--- src/logic/status_flags_pkg.sv ---
// package: register map, field positions and reset values of the status word block
package status_flags_pkg;

  // ==========================================================
  // register indices on the plain register port
  localparam logic [1:0] ADDR_STATUS    = 2'h0;
  localparam logic [1:0] ADDR_CORE_CTRL = 2'h1;
  localparam logic [1:0] ADDR_TRAP_CTRL = 2'h2;
  localparam logic [1:0] ADDR_EFF_PRIO  = 2'h3;

  // ==========================================================
  // status word fields
  localparam int POS_ACC_A_CLIP    = 15;
  localparam int POS_ACC_B_CLIP    = 14;
  localparam int POS_COMBINED_CLIP = 13;
  localparam int POS_PRIO_HI       = 7;
  localparam int POS_PRIO_LO       = 5;
  localparam int POS_LOOP_ACTIVE   = 4;
  localparam int POS_NEGATIVE      = 3;
  localparam int POS_SIGNED_WRAP   = 2;
  localparam int POS_ZERO          = 1;
  localparam int POS_CARRY         = 0;

  // core control and trap control fields
  localparam int POS_PRIO_TOP_BIT = 3;
  localparam int POS_NESTING_OFF  = 15;

  // ==========================================================
  // reset values and codes
  localparam logic [2:0]  PRIO_LOW_RESET  = 3'h0;
  localparam logic [2:0]  PRIO_LOW_MAX    = 3'h7;
  localparam logic [15:0] STATUS_RESET    = 16'h0000;
  localparam logic [15:0] READ_ZERO       = 16'h0000;

  // alu operation kinds presented by the datapath
  typedef enum logic [1:0]
  {
    OP_ADD   = 2'b00,
    OP_SUB   = 2'b01,
    OP_LOGIC = 2'b10,
    OP_PASS  = 2'b11
  } alu_op_t;

endpackage : status_flags_pkg

--- src/logic/cpu_status_flags.sv ---
// cpu status word: alu flags, repeat indicator, priority level, accumulator clip flags
//
// Functional notes
// - three-bit priority field in status bits 7:5
// - effective priority joins top bit: plus eight
// - top priority bit set blocks user interrupts
// - priority field read-only while nesting off set
// - bit 4 follows repeat loop activity
// - bit 3 set on negative result
// - bit 2 set on signed overflow
// - bit 1 zero, set by zero result, cleared by nonzero
// - bit 0 carry or borrow out of msb
// - status write sets clip flags, combined clears
//
// Local design decisions: the strobed register port and the register offsets.
`timescale 1ns/1ns

module cpu_status_flags
  import status_flags_pkg::*;
#(
  parameter int DATA_W = 16
)
(
  input  wire logic              CLOCK_I,
  input  wire logic              RST_N_I,
  // register port
  input  wire logic [1:0]        REG_ADDR_I,
  input  wire logic [15:0]       REG_WDATA_I,
  input  wire logic              REG_WR_I,
  input  wire logic              REG_RD_I,
  output logic      [15:0]       REG_RDATA_O,
  // datapath result strobe and flag-affect mask
  input  wire logic              ALU_VALID_I,
  input  wire logic [1:0]        ALU_OP_I,
  input  wire logic [DATA_W-1:0] ALU_A_I,
  input  wire logic [DATA_W-1:0] ALU_B_I,
  input  wire logic              ALU_CARRY_IN_I,
  input  wire logic [3:0]        ALU_AFFECT_I,
  // repeat loop and accumulator saturation events from the core
  input  wire logic              LOOP_ACTIVE_I,
  input  wire logic              ACC_A_CLIP_SET_I,
  input  wire logic              ACC_B_CLIP_SET_I,
  // status word and priority results
  output logic      [15:0]       STATUS_O,
  output logic      [3:0]        EFF_PRIORITY_O,
  output logic                   USER_IRQ_BLOCK_O
);

  // ==========================================================
  // alu evaluation
  function automatic logic [DATA_W:0] alu_eval(
    input logic [1:0]        op,
    input logic [DATA_W-1:0] a,
    input logic [DATA_W-1:0] b,
    input logic              cin
  );
    logic [DATA_W:0] r;
    r = '0;
    case (op)
      OP_ADD:   r = {1'b0, a} + {1'b0, b} + {{DATA_W{1'b0}}, cin};
      // carry set means no borrow, as on the core's subtract
      OP_SUB:   r = {1'b0, a} + {1'b0, ~b} + {{DATA_W{1'b0}}, cin};
      OP_LOGIC: r = {1'b0, a & b};
      OP_PASS:  r = {1'b0, a};
      default:  r = '0;
    endcase
    return r;
  endfunction : alu_eval

  // ==========================================================
  // state
  logic [2:0]  prio_low_ff;
  logic [2:0]  nxt_prio_low;
  logic        prio_top_ff;
  logic        nxt_prio_top;
  logic        nesting_off_ff;
  logic        nxt_nesting_off;
  logic        loop_ff;
  logic        nxt_loop;
  logic        neg_ff;
  logic        nxt_neg;
  logic        wrap_ff;
  logic        nxt_wrap;
  logic        zero_ff;
  logic        nxt_zero;
  logic        carry_ff;
  logic        nxt_carry;
  logic        clip_a_ff;
  logic        nxt_clip_a;
  logic        clip_b_ff;
  logic        nxt_clip_b;
  logic [15:0] rdata_ff;
  logic [15:0] nxt_rdata;
  logic [15:0] status_ff;
  logic [15:0] nxt_status;
  logic [3:0]  eff_ff;
  logic [3:0]  nxt_eff;
  logic        block_ff;
  logic        nxt_block;

  logic [DATA_W:0]   res_full;
  logic [DATA_W-1:0] res;
  logic              wr_status;
  logic              sign_a;
  logic              sign_b;

  assign res_full  = alu_eval(ALU_OP_I, ALU_A_I, ALU_B_I, ALU_CARRY_IN_I);
  assign res       = res_full[DATA_W-1:0];
  assign wr_status = REG_WR_I && (REG_ADDR_I == ADDR_STATUS);
  assign sign_a    = ALU_A_I[DATA_W-1];
  assign sign_b    = (ALU_OP_I == OP_SUB) ? ~ALU_B_I[DATA_W-1] : ALU_B_I[DATA_W-1];

  // ==========================================================
  // control fields
  always_comb
  begin
    nxt_prio_low    = prio_low_ff;
    nxt_prio_top    = prio_top_ff;
    nxt_nesting_off = nesting_off_ff;
    nxt_loop        = LOOP_ACTIVE_I;
    if (wr_status && !nesting_off_ff)
    begin
      nxt_prio_low = REG_WDATA_I[POS_PRIO_HI:POS_PRIO_LO];
    end
    if (REG_WR_I && (REG_ADDR_I == ADDR_CORE_CTRL))
    begin
      nxt_prio_top = REG_WDATA_I[POS_PRIO_TOP_BIT];
    end
    if (REG_WR_I && (REG_ADDR_I == ADDR_TRAP_CTRL))
    begin
      nxt_nesting_off = REG_WDATA_I[POS_NESTING_OFF];
    end
  end

  always_ff @(posedge CLOCK_I or negedge RST_N_I)
  begin
    if (!RST_N_I)
    begin
      prio_low_ff    <= PRIO_LOW_RESET;
      prio_top_ff    <= 1'b0;
      nesting_off_ff <= 1'b0;
      loop_ff        <= 1'b0;
    end
    else
    begin
      prio_low_ff    <= nxt_prio_low;
      prio_top_ff    <= nxt_prio_top;
      nesting_off_ff <= nxt_nesting_off;
      loop_ff        <= nxt_loop;
    end
  end

  // ==========================================================
  // arithmetic flags; a datapath result takes priority over a software write
  always_comb
  begin
    nxt_neg   = neg_ff;
    nxt_wrap  = wrap_ff;
    nxt_zero  = zero_ff;
    nxt_carry = carry_ff;
    if (wr_status)
    begin
      nxt_neg   = REG_WDATA_I[POS_NEGATIVE];
      nxt_wrap  = REG_WDATA_I[POS_SIGNED_WRAP];
      nxt_zero  = REG_WDATA_I[POS_ZERO];
      nxt_carry = REG_WDATA_I[POS_CARRY];
    end
    if (ALU_VALID_I)
    begin
      if (ALU_AFFECT_I[3])
      begin
        nxt_neg = res[DATA_W-1];
      end
      if (ALU_AFFECT_I[2])
      begin
        // same operand signs, different result sign
        nxt_wrap = (sign_a == sign_b) && (res[DATA_W-1] != sign_a);
      end
      if (ALU_AFFECT_I[1])
      begin
        // set by a zero result, cleared by a nonzero one
        nxt_zero = (res == '0) ? zero_ff : 1'b0;
        if (res == '0)
        begin
          nxt_zero = 1'b1;
        end
      end
      if (ALU_AFFECT_I[0])
      begin
        nxt_carry = res_full[DATA_W];
      end
    end
  end

  always_ff @(posedge CLOCK_I or negedge RST_N_I)
  begin
    if (!RST_N_I)
    begin
      neg_ff   <= 1'b0;
      wrap_ff  <= 1'b0;
      zero_ff  <= 1'b0;
      carry_ff <= 1'b0;
    end
    else
    begin
      neg_ff   <= nxt_neg;
      wrap_ff  <= nxt_wrap;
      zero_ff  <= nxt_zero;
      carry_ff <= nxt_carry;
    end
  end

  // ==========================================================
  // accumulator clip flags: hardware set wins over software clear
  always_comb
  begin
    nxt_clip_a = clip_a_ff;
    nxt_clip_b = clip_b_ff;
    if (wr_status)
    begin
      nxt_clip_a = REG_WDATA_I[POS_ACC_A_CLIP];
      nxt_clip_b = REG_WDATA_I[POS_ACC_B_CLIP];
      if (!REG_WDATA_I[POS_COMBINED_CLIP])
      begin
        nxt_clip_a = 1'b0;
        nxt_clip_b = 1'b0;
      end
    end
    // a bit-op read-modify-write can lose an event set here
    if (ACC_A_CLIP_SET_I)
    begin
      nxt_clip_a = 1'b1;
    end
    if (ACC_B_CLIP_SET_I)
    begin
      nxt_clip_b = 1'b1;
    end
  end

  always_ff @(posedge CLOCK_I or negedge RST_N_I)
  begin
    if (!RST_N_I)
    begin
      clip_a_ff <= 1'b0;
      clip_b_ff <= 1'b0;
    end
    else
    begin
      clip_a_ff <= nxt_clip_a;
      clip_b_ff <= nxt_clip_b;
    end
  end

  // ==========================================================
  // outputs and read data
  always_comb
  begin
    nxt_status = STATUS_RESET;
    nxt_status[POS_ACC_A_CLIP]            = nxt_clip_a;
    nxt_status[POS_ACC_B_CLIP]            = nxt_clip_b;
    nxt_status[POS_COMBINED_CLIP]         = nxt_clip_a | nxt_clip_b;
    nxt_status[POS_PRIO_HI:POS_PRIO_LO]   = nxt_prio_low;
    nxt_status[POS_LOOP_ACTIVE]           = nxt_loop;
    nxt_status[POS_NEGATIVE]              = nxt_neg;
    nxt_status[POS_SIGNED_WRAP]           = nxt_wrap;
    nxt_status[POS_ZERO]                  = nxt_zero;
    nxt_status[POS_CARRY]                 = nxt_carry;
    nxt_eff   = {nxt_prio_top, nxt_prio_low};
    nxt_block = nxt_prio_top || (nxt_prio_low == PRIO_LOW_MAX);
    nxt_rdata = READ_ZERO;
    if (REG_RD_I)
    begin
      case (REG_ADDR_I)
        ADDR_STATUS:    nxt_rdata = status_ff;
        ADDR_CORE_CTRL: nxt_rdata[POS_PRIO_TOP_BIT] = prio_top_ff;
        ADDR_TRAP_CTRL: nxt_rdata[POS_NESTING_OFF] = nesting_off_ff;
        ADDR_EFF_PRIO:  nxt_rdata[3:0] = eff_ff;
        default:        nxt_rdata = READ_ZERO;
      endcase
    end
  end

  always_ff @(posedge CLOCK_I or negedge RST_N_I)
  begin
    if (!RST_N_I)
    begin
      rdata_ff  <= READ_ZERO;
      status_ff <= STATUS_RESET;
      eff_ff    <= 4'h0;
      block_ff  <= 1'b0;
    end
    else
    begin
      rdata_ff  <= nxt_rdata;
      status_ff <= nxt_status;
      eff_ff    <= nxt_eff;
      block_ff  <= nxt_block;
    end
  end

  assign REG_RDATA_O      = rdata_ff;
  assign STATUS_O         = status_ff;
  assign EFF_PRIORITY_O   = eff_ff;
  assign USER_IRQ_BLOCK_O = block_ff;

endmodule : cpu_status_flags

--- config.mk ---
export PLATFORM = sky130hd
export DESIGN_NAME = cpu_status_flags
export DESIGN_NICKNAME = d
export VERILOG_FILES = /design/src/logic/status_flags_pkg.sv /design/src/logic/cpu_status_flags.sv
export SDC_FILE = /design/constraint.sdc
export NUM_CORES = 1
export LEC_CHECK = 0
export BUFFER_PORTS_ARGS = -buffer_cell sky130_fd_sc_hd__buf_2
export CORE_MARGIN = 5
export CORE_UTILIZATION = 34
export CTS_BUF_LIST = sky130_fd_sc_hd__clkbuf_2 sky130_fd_sc_hd__clkbuf_4 sky130_fd_sc_hd__clkbuf_8
export DETAILED_ROUTE_END_ITERATION = 16
export SKIP_CTS_REPAIR_TIMING = 1
export SLEW_MARGIN = 20
export SYNTH_ARGS = -nofsm -noshare
export SYNTH_HDL_FRONTEND = slang
export SYNTH_SLANG_ARGS = --single-unit
--- constraint.sdc ---
create_clock -name CLOCK_I -period 2.1 [get_ports CLOCK_I]
set_input_delay 0 -clock CLOCK_I [delete_from_list [all_inputs] [get_ports CLOCK_I]]
set_output_delay 0 -clock CLOCK_I [all_outputs]
set_load 0.1 [all_outputs]
### Word level (Yosys, flattened, before mapping)

Index checks and enable logic that the tools add are counted.

| operators by class | value |
|---|---|
| bitwise operators | 4 |
| multiplexer cells | 28 |
| add/subtract/negate cells | 4 |
| equality and inequality tests | 9 |
| reductions and logical operators | 10 |

Operator list:

| operator | count |
|---|---|
| $pmux W17 S4 | 1 |
| $add A16 B16 Y17 | 2 |
| $add A17 B1 Y17 | 2 |
| $mux W1 | 21 |
| $and A16 B16 Y16 | 1 |
| $logic_not A16 Y1 | 1 |
| $mux W16 | 1 |
| $not A16 Y16 | 1 |
| $mux W11 | 1 |
| $eq A2 B2 Y1 const B | 4 |
| $pmux W3 S2 | 1 |
| $logic_and A1 B1 Y1 | 5 |
| $eq A2 B1 Y1 const B | 2 |
| $logic_not A2 Y1 | 2 |
| $eq A3 B3 Y1 const B | 1 |
| $mux W3 | 1 |
| $pmux W1 S3 | 1 |
| $pmux W1 S2 | 1 |
| $eq A1 B1 Y1 | 1 |
| $logic_not A1 Y1 | 1 |
| $logic_or A1 B1 Y1 | 1 |
| $ne A1 B1 Y1 | 1 |
| $not A1 Y1 | 1 |
| $or A1 B1 Y1 | 1 |

| storage, ports and cells | value |
|---|---|
| word-level logic and storage cells | 68 |
| input bits | 65 |
| bits in registers | 43 |
| output and inout bits | 37 |

### Longest topological paths before layout

| logic depth | value |
|---|---|
| word-level depth | 8 |
| gate-level depth with buffers | 11 |
| mapped depth without buffers | 11 |

### Least setup slack after synthesis

No wires, ideal clock.

| timing | value |
|---|---|
| kind | input -> register |
| start | input port ALU_A_I[0] |
| end | register status_ff[1], in the netlist STATUS_O[1] |
| library setup time | 0.094 ns |
| stages on the path | 11 |
| required time | 2.006 ns |
| data arrival time | 2.500 ns |
| buffers on the path | 0 |
| path slack | -0.493 ns |
| cells stage by stage | inv_1 -> fa_1 -> fa_1 -> and2b_4 -> o31ai_4 -> a31oi_4 -> mux2i_1 -> a2111oi_2 -> nand3_1 -> or4_1 -> a221oi_2 |

| on the way | value |
|---|---|
| longest elaborated chain between the ends | 7 |
| elaborated cells between the ends (all ways) | 10 |
| those cells by class | add/sub (4); mux (4); bitwise (1); reduce/logical (1) |

RTL lines:

| what | RTL line | RTL |
|---|---|---|
| from (decl) | cpu_status_flags.sv:35 | `input wire logic [DATA_W-1:0] ALU_A_I,` |
| $add A16 B16 Y17 (on tied branches) | cpu_status_flags.sv:62, cpu_status_flags.sv:60 |  |
| $add A17 B1 Y17 (on tied branches) | cpu_status_flags.sv:62, cpu_status_flags.sv:60 |  |
| $pmux W17 S4 * | cpu_status_flags.sv:59 | `case (op)` |
| $logic_not A16 Y1 * | cpu_status_flags.sv:182, cpu_status_flags.sv:183 |  |
| $mux W1 * | cpu_status_flags.sv:183 | `if (res == '0)` |
| $mux W1 * | cpu_status_flags.sv:179 | `if (ALU_AFFECT_I[1])` |
| $mux W1 * | cpu_status_flags.sv:168 | `if (ALU_VALID_I)` |
| net nxt_status[1] | cpu_status_flags.sv:95 | `logic [15:0] nxt_status;` |
| to (signal assigned) | cpu_status_flags.sv:295 | `status_ff <= nxt_status;` |
| to (decl) | cpu_status_flags.sv:94 | `logic [15:0] status_ff;` |

Mark *: on every way through the listed nets, which the timed path passes. The rest lies on a longest branch.
A chain may end at the register's enable or synchronous reset.

### Worst setup path in the final report

| timing | value |
|---|---|
| start | input port ALU_B_I[0] |
| end | register status_ff[1], in the netlist STATUS_O[1] |

| on the way | value |
|---|---|
| longest elaborated chain between the ends | 8 |
| elaborated cells between the ends (all ways) | 11 |
| those cells by class | add/sub (4); mux (4); bitwise (2); reduce/logical (1) |

RTL lines:

| what | RTL line | RTL |
|---|---|---|
| from (decl) | cpu_status_flags.sv:36 | `input wire logic [DATA_W-1:0] ALU_B_I,` |
| $not A16 Y16 | cpu_status_flags.sv:62 | `OP_SUB: r = {1'b0, a} + {1'b0, ~b} + {{DATA_W{1'b0}}, cin};` |
| $add A16 B16 Y17 | cpu_status_flags.sv:62 |  |
| $add A17 B1 Y17 | cpu_status_flags.sv:62 |  |
| $pmux W17 S4 * | cpu_status_flags.sv:59 |  |
| $logic_not A16 Y1 * | cpu_status_flags.sv:182, cpu_status_flags.sv:183 |  |
| $mux W1 * | cpu_status_flags.sv:183 |  |
| $mux W1 * | cpu_status_flags.sv:179 |  |
| $mux W1 * | cpu_status_flags.sv:168 |  |
| net nxt_status[1] | cpu_status_flags.sv:95 |  |

Marked as above.

==> qor.txt <==
Status: complete, but fails checks
Failing checks: negative hold slack, negative setup slack
Routed WL: 10200 µm
Final min period: 2.33 ns
Max stage delay cell, worst path: or4_4
Hold WS: -0.00569 ns
RSZ-0062 raised after global routing: true
Sequential area share after synthesis: 0.192
H-tree depth: 1
Num CTS Buffers: 3
Antenna cells: 0
Min-delay worst type: in -> reg
Met2 capacity usage during global routing: 0.307
Clk pin slew, worst setup/hold paths: 0.09 ns
Footprint of the multi-input gates: 2400 µm²
CP Data Required Time: 2.29 ns
Syn Inst Count: 404
Top Ports: 102
Slew Limit Fails: 0
Crit-path max FO: 3
Vias/cell: 4.99
Crit-path max cell delay: 0.43 ns
Final setup margin: -0.228 ns
Final core utilization: 0.506
Initial antenna violation count: 0
Final setup viols: 2
Worst slew pin tran: 0.549 ns
Tot GR Track Use: 0.169
First-pass GRT wire length: 16400 µm
Drc violations: 0
Post-DP HPWL: 8720 µm
Top FF cell, synth: dfrtp_1
Worst-case clock skew: 0.00461 ns
Die ar.: 11700 µm²
Leakage power: 2.34 nW
Most frequent CP cell: fa_2
Final worst-path cycle share: 1.11
Fill cell count: 932
Setup crit end kind: flip-flop
Cell breakdown of the critical path: buf_8 > fa_2 > fa_2 > and2b_4 > o31ai_4 > a31oi_4 > a211o_1 > mux2i_1 > nand3_1 > or4_4 > a221oi_2
Pre-antenna DRT Iters: 4
Mean Syn Cell Area: 8.08 µm²
Fin nets: 688
TritonCTS clock tree: yes
Hold Vio Cnt, Final: 1
Slew margin rel.: 0.634
Routed Antenna Nets: 0
DRT iter0 DRCs: 160
FMAX: 430 MHz
Die X: 108 µm
Final RePlAce weighted congestion: 0.915
Vias in the first global route: 3499
Initial cell density of the core: 0.351
Bufs on Longest Clock Path: 2
Worst-Skew Late Latency: 0.27 ns
Met3 usage: 0.0191
Number of library cell types mapped by synthesis: 66
Port buffer count: 85
Critical path data arrival time: 2.52 ns
Core region area: 9280 µm²
FFs w/ async S/R, synth: 1.00
Startpoint Class: input port
Wire per inst: 14.3 µm
Global route overflow: 0
Synthesis warning total: 0
Gr busiest metal: met2
P&R area growth vs syn: 43.9%
P per Cell Area: 537 nW/µm²
Post-synth EDFFs: 0
Fraction of layout cells with a size suffix above 1: 0.400
VDD IR-drop max: 0.399 mV
Sequential cell area: 626 µm²
Routed via count: 3553
Synth Cell Area: 3260 µm²
Max cap viols: 0
Met1 GRT Util: 0.223
Die height: 108 µm
Clock Tree Root: clkbuf_8
Sink Count: 25
Largest net degree at the start of global routing: 26
Num rows: 35
Crit Path Class: in -> reg
Synth Register Bits: 25
## final timing paths
kind / startpoint / endpoint / slack (ns) / cells past startpoint
max: ALU_B_I[0] / STATUS_O[1] / -0.23 / 11
min: REG_WDATA_I[5] / EFF_PRIORITY_O[0] / -0.006 / 2
max reg2reg: nesting_off_ff / USER_IRQ_BLOCK_O / 0.72 / 3
min reg2reg: STATUS_O[13] / REG_RDATA_O[13] / 0.52 / 1
max in group asynchronous: RST_N_I / nesting_off_ff / 1.50 / 2
min in group asynchronous: RST_N_I / REG_RDATA_O[0] / 0.24 / 2
## routing by layer
layer / vias up / part of all wire
met5: - / 0
met4: 0 / 0.0034
met3: 5 / 0.058
met2: 94 / 0.49
met1: 1673 / 0.45
li1: 1781 / -
## state kept, by name (all words and copies together) (netlist names)
signal / flops
EFF_PRIORITY_O: 4
USER_IRQ_BLOCK_O: 1
nesting_off_ff: 1
STATUS_O: 8
REG_RDATA_O: 11
## worst max-delay path, delay by kind of cell
kind | cells | cell delay (ns)
adders and majority gates | 2 | 0.74
and+or+nand+nor | 3 | 0.79
AOI/OAI and AO/OA | 4 | 0.69
muxes | 1 | 0.20
buffers and inverters | 1 | 0.10
## per-stage QoR
| step | instance area (µm²) | power, mW | worst slack, ns | cells | setup TNS, ns |
|---|---|---|---|---|---|
| 2_1_floorplan | 3310 | 1.74 | -0.329 | 413 | -0.329 |
| 3_3_place_gp | 4470 | 2.19 | -0.545 | 699 | -1.44 |
| 3_5_place_dp | 4470 | 2.19 | -0.644 | 699 | -1.69 |
| 4_1_cts | 4520 | 2.49 | -0.360 | 703 | -0.559 |
| 5_1_grt | 4700 | 2.67 | -0.367 | 712 | -0.767 |
| 6_report | 4700 | 2.52 | -0.228 | 712 | -0.297 |
## layout make-up
cell class / instances / share of cell area
Inverter: 33 / 0.0264
Timing Repair Buffer: 201 / 0.284
Clock inverter: 1 / 0.00160
Clock buffer: 3 / 0.00879
Sequential cell: 25 / 0.133
Multi-Input combinational cell: 320 / 0.511
Tap cell: 129 / 0.0344
## cells in the final DEF, fill, tap and decap left out, drive strengths merged, types with 9 or more instances in the layout
| cell | instances |
|---|---|
| a21oi | 25 |
| buf | 193 |
| conb | 10 |
| dfrtp | 25 |
| ha | 35 |
| inv | 33 |
| nand2 | 28 |
| nand2b | 9 |
| nor2 | 34 |
| o21ai | 18 |
| xnor2 | 11 |
## cell usage after synthesis (all sizes together) (3+ instances only)
cell type / count / share of area
ha: 35 / 0.13
nor2: 34 / 0.039
inv: 33 / 0.038
buf: 29 / 0.064
nand2: 28 / 0.032
a21oi: 25 / 0.038
dfrtp: 25 / 0.19
o21ai: 18 / 0.029
xnor2: 11 / 0.030
nand2b: 9 / 0.017
and3: 8 / 0.015
mux2i: 8 / 0.025
nand3: 8 / 0.012
nor2b: 8 / 0.015
nor4: 8 / 0.015
mux2: 7 / 0.024
nor3: 7 / 0.011
a31oi: 6 / 0.016
clkbuf: 6 / 0.0069
a211o: 5 / 0.013
a22oi: 5 / 0.012
nor3b: 5 / 0.012
o211ai: 5 / 0.012
o21a: 5 / 0.012
o31ai: 5 / 0.016
a211oi: 4 / 0.0092
a221oi: 4 / 0.013
fa: 4 / 0.025
nand4: 4 / 0.0077
o21bai: 4 / 0.0092
or2: 4 / 0.0077
or4: 4 / 0.0092
nor4b: 3 / 0.0081
o211a: 3 / 0.012
or3: 3 / 0.0058
## kinds of logic (layout without fill, tap and decap cells)
| family | after synthesis | count (layout) | share of synthesized area |
|---|---|---|---|
| AND/OR/NAND/NOR | 138 | 138 | 0.220 |
| AO/OA/AOI/OAI | 106 | 106 | 0.239 |
| buffers and inverters | 68 | 238 | 0.109 |
| adder cells (fa/ha/maj) | 39 | 39 | 0.159 |
| flip-flops | 25 | 25 | 0.192 |
| multiplexers | 15 | 15 | 0.0487 |
| XOR/XNOR | 12 | 12 | 0.0322 |
| other | 1 | 10 | 0.00115 |
## power breakdown
group          internal (mW)  switching (mW)
Sequential             0.532          0.0403
Clock                  0.135           0.155
Combinational          0.577            1.08
Power figures use the tool's default switching activity.
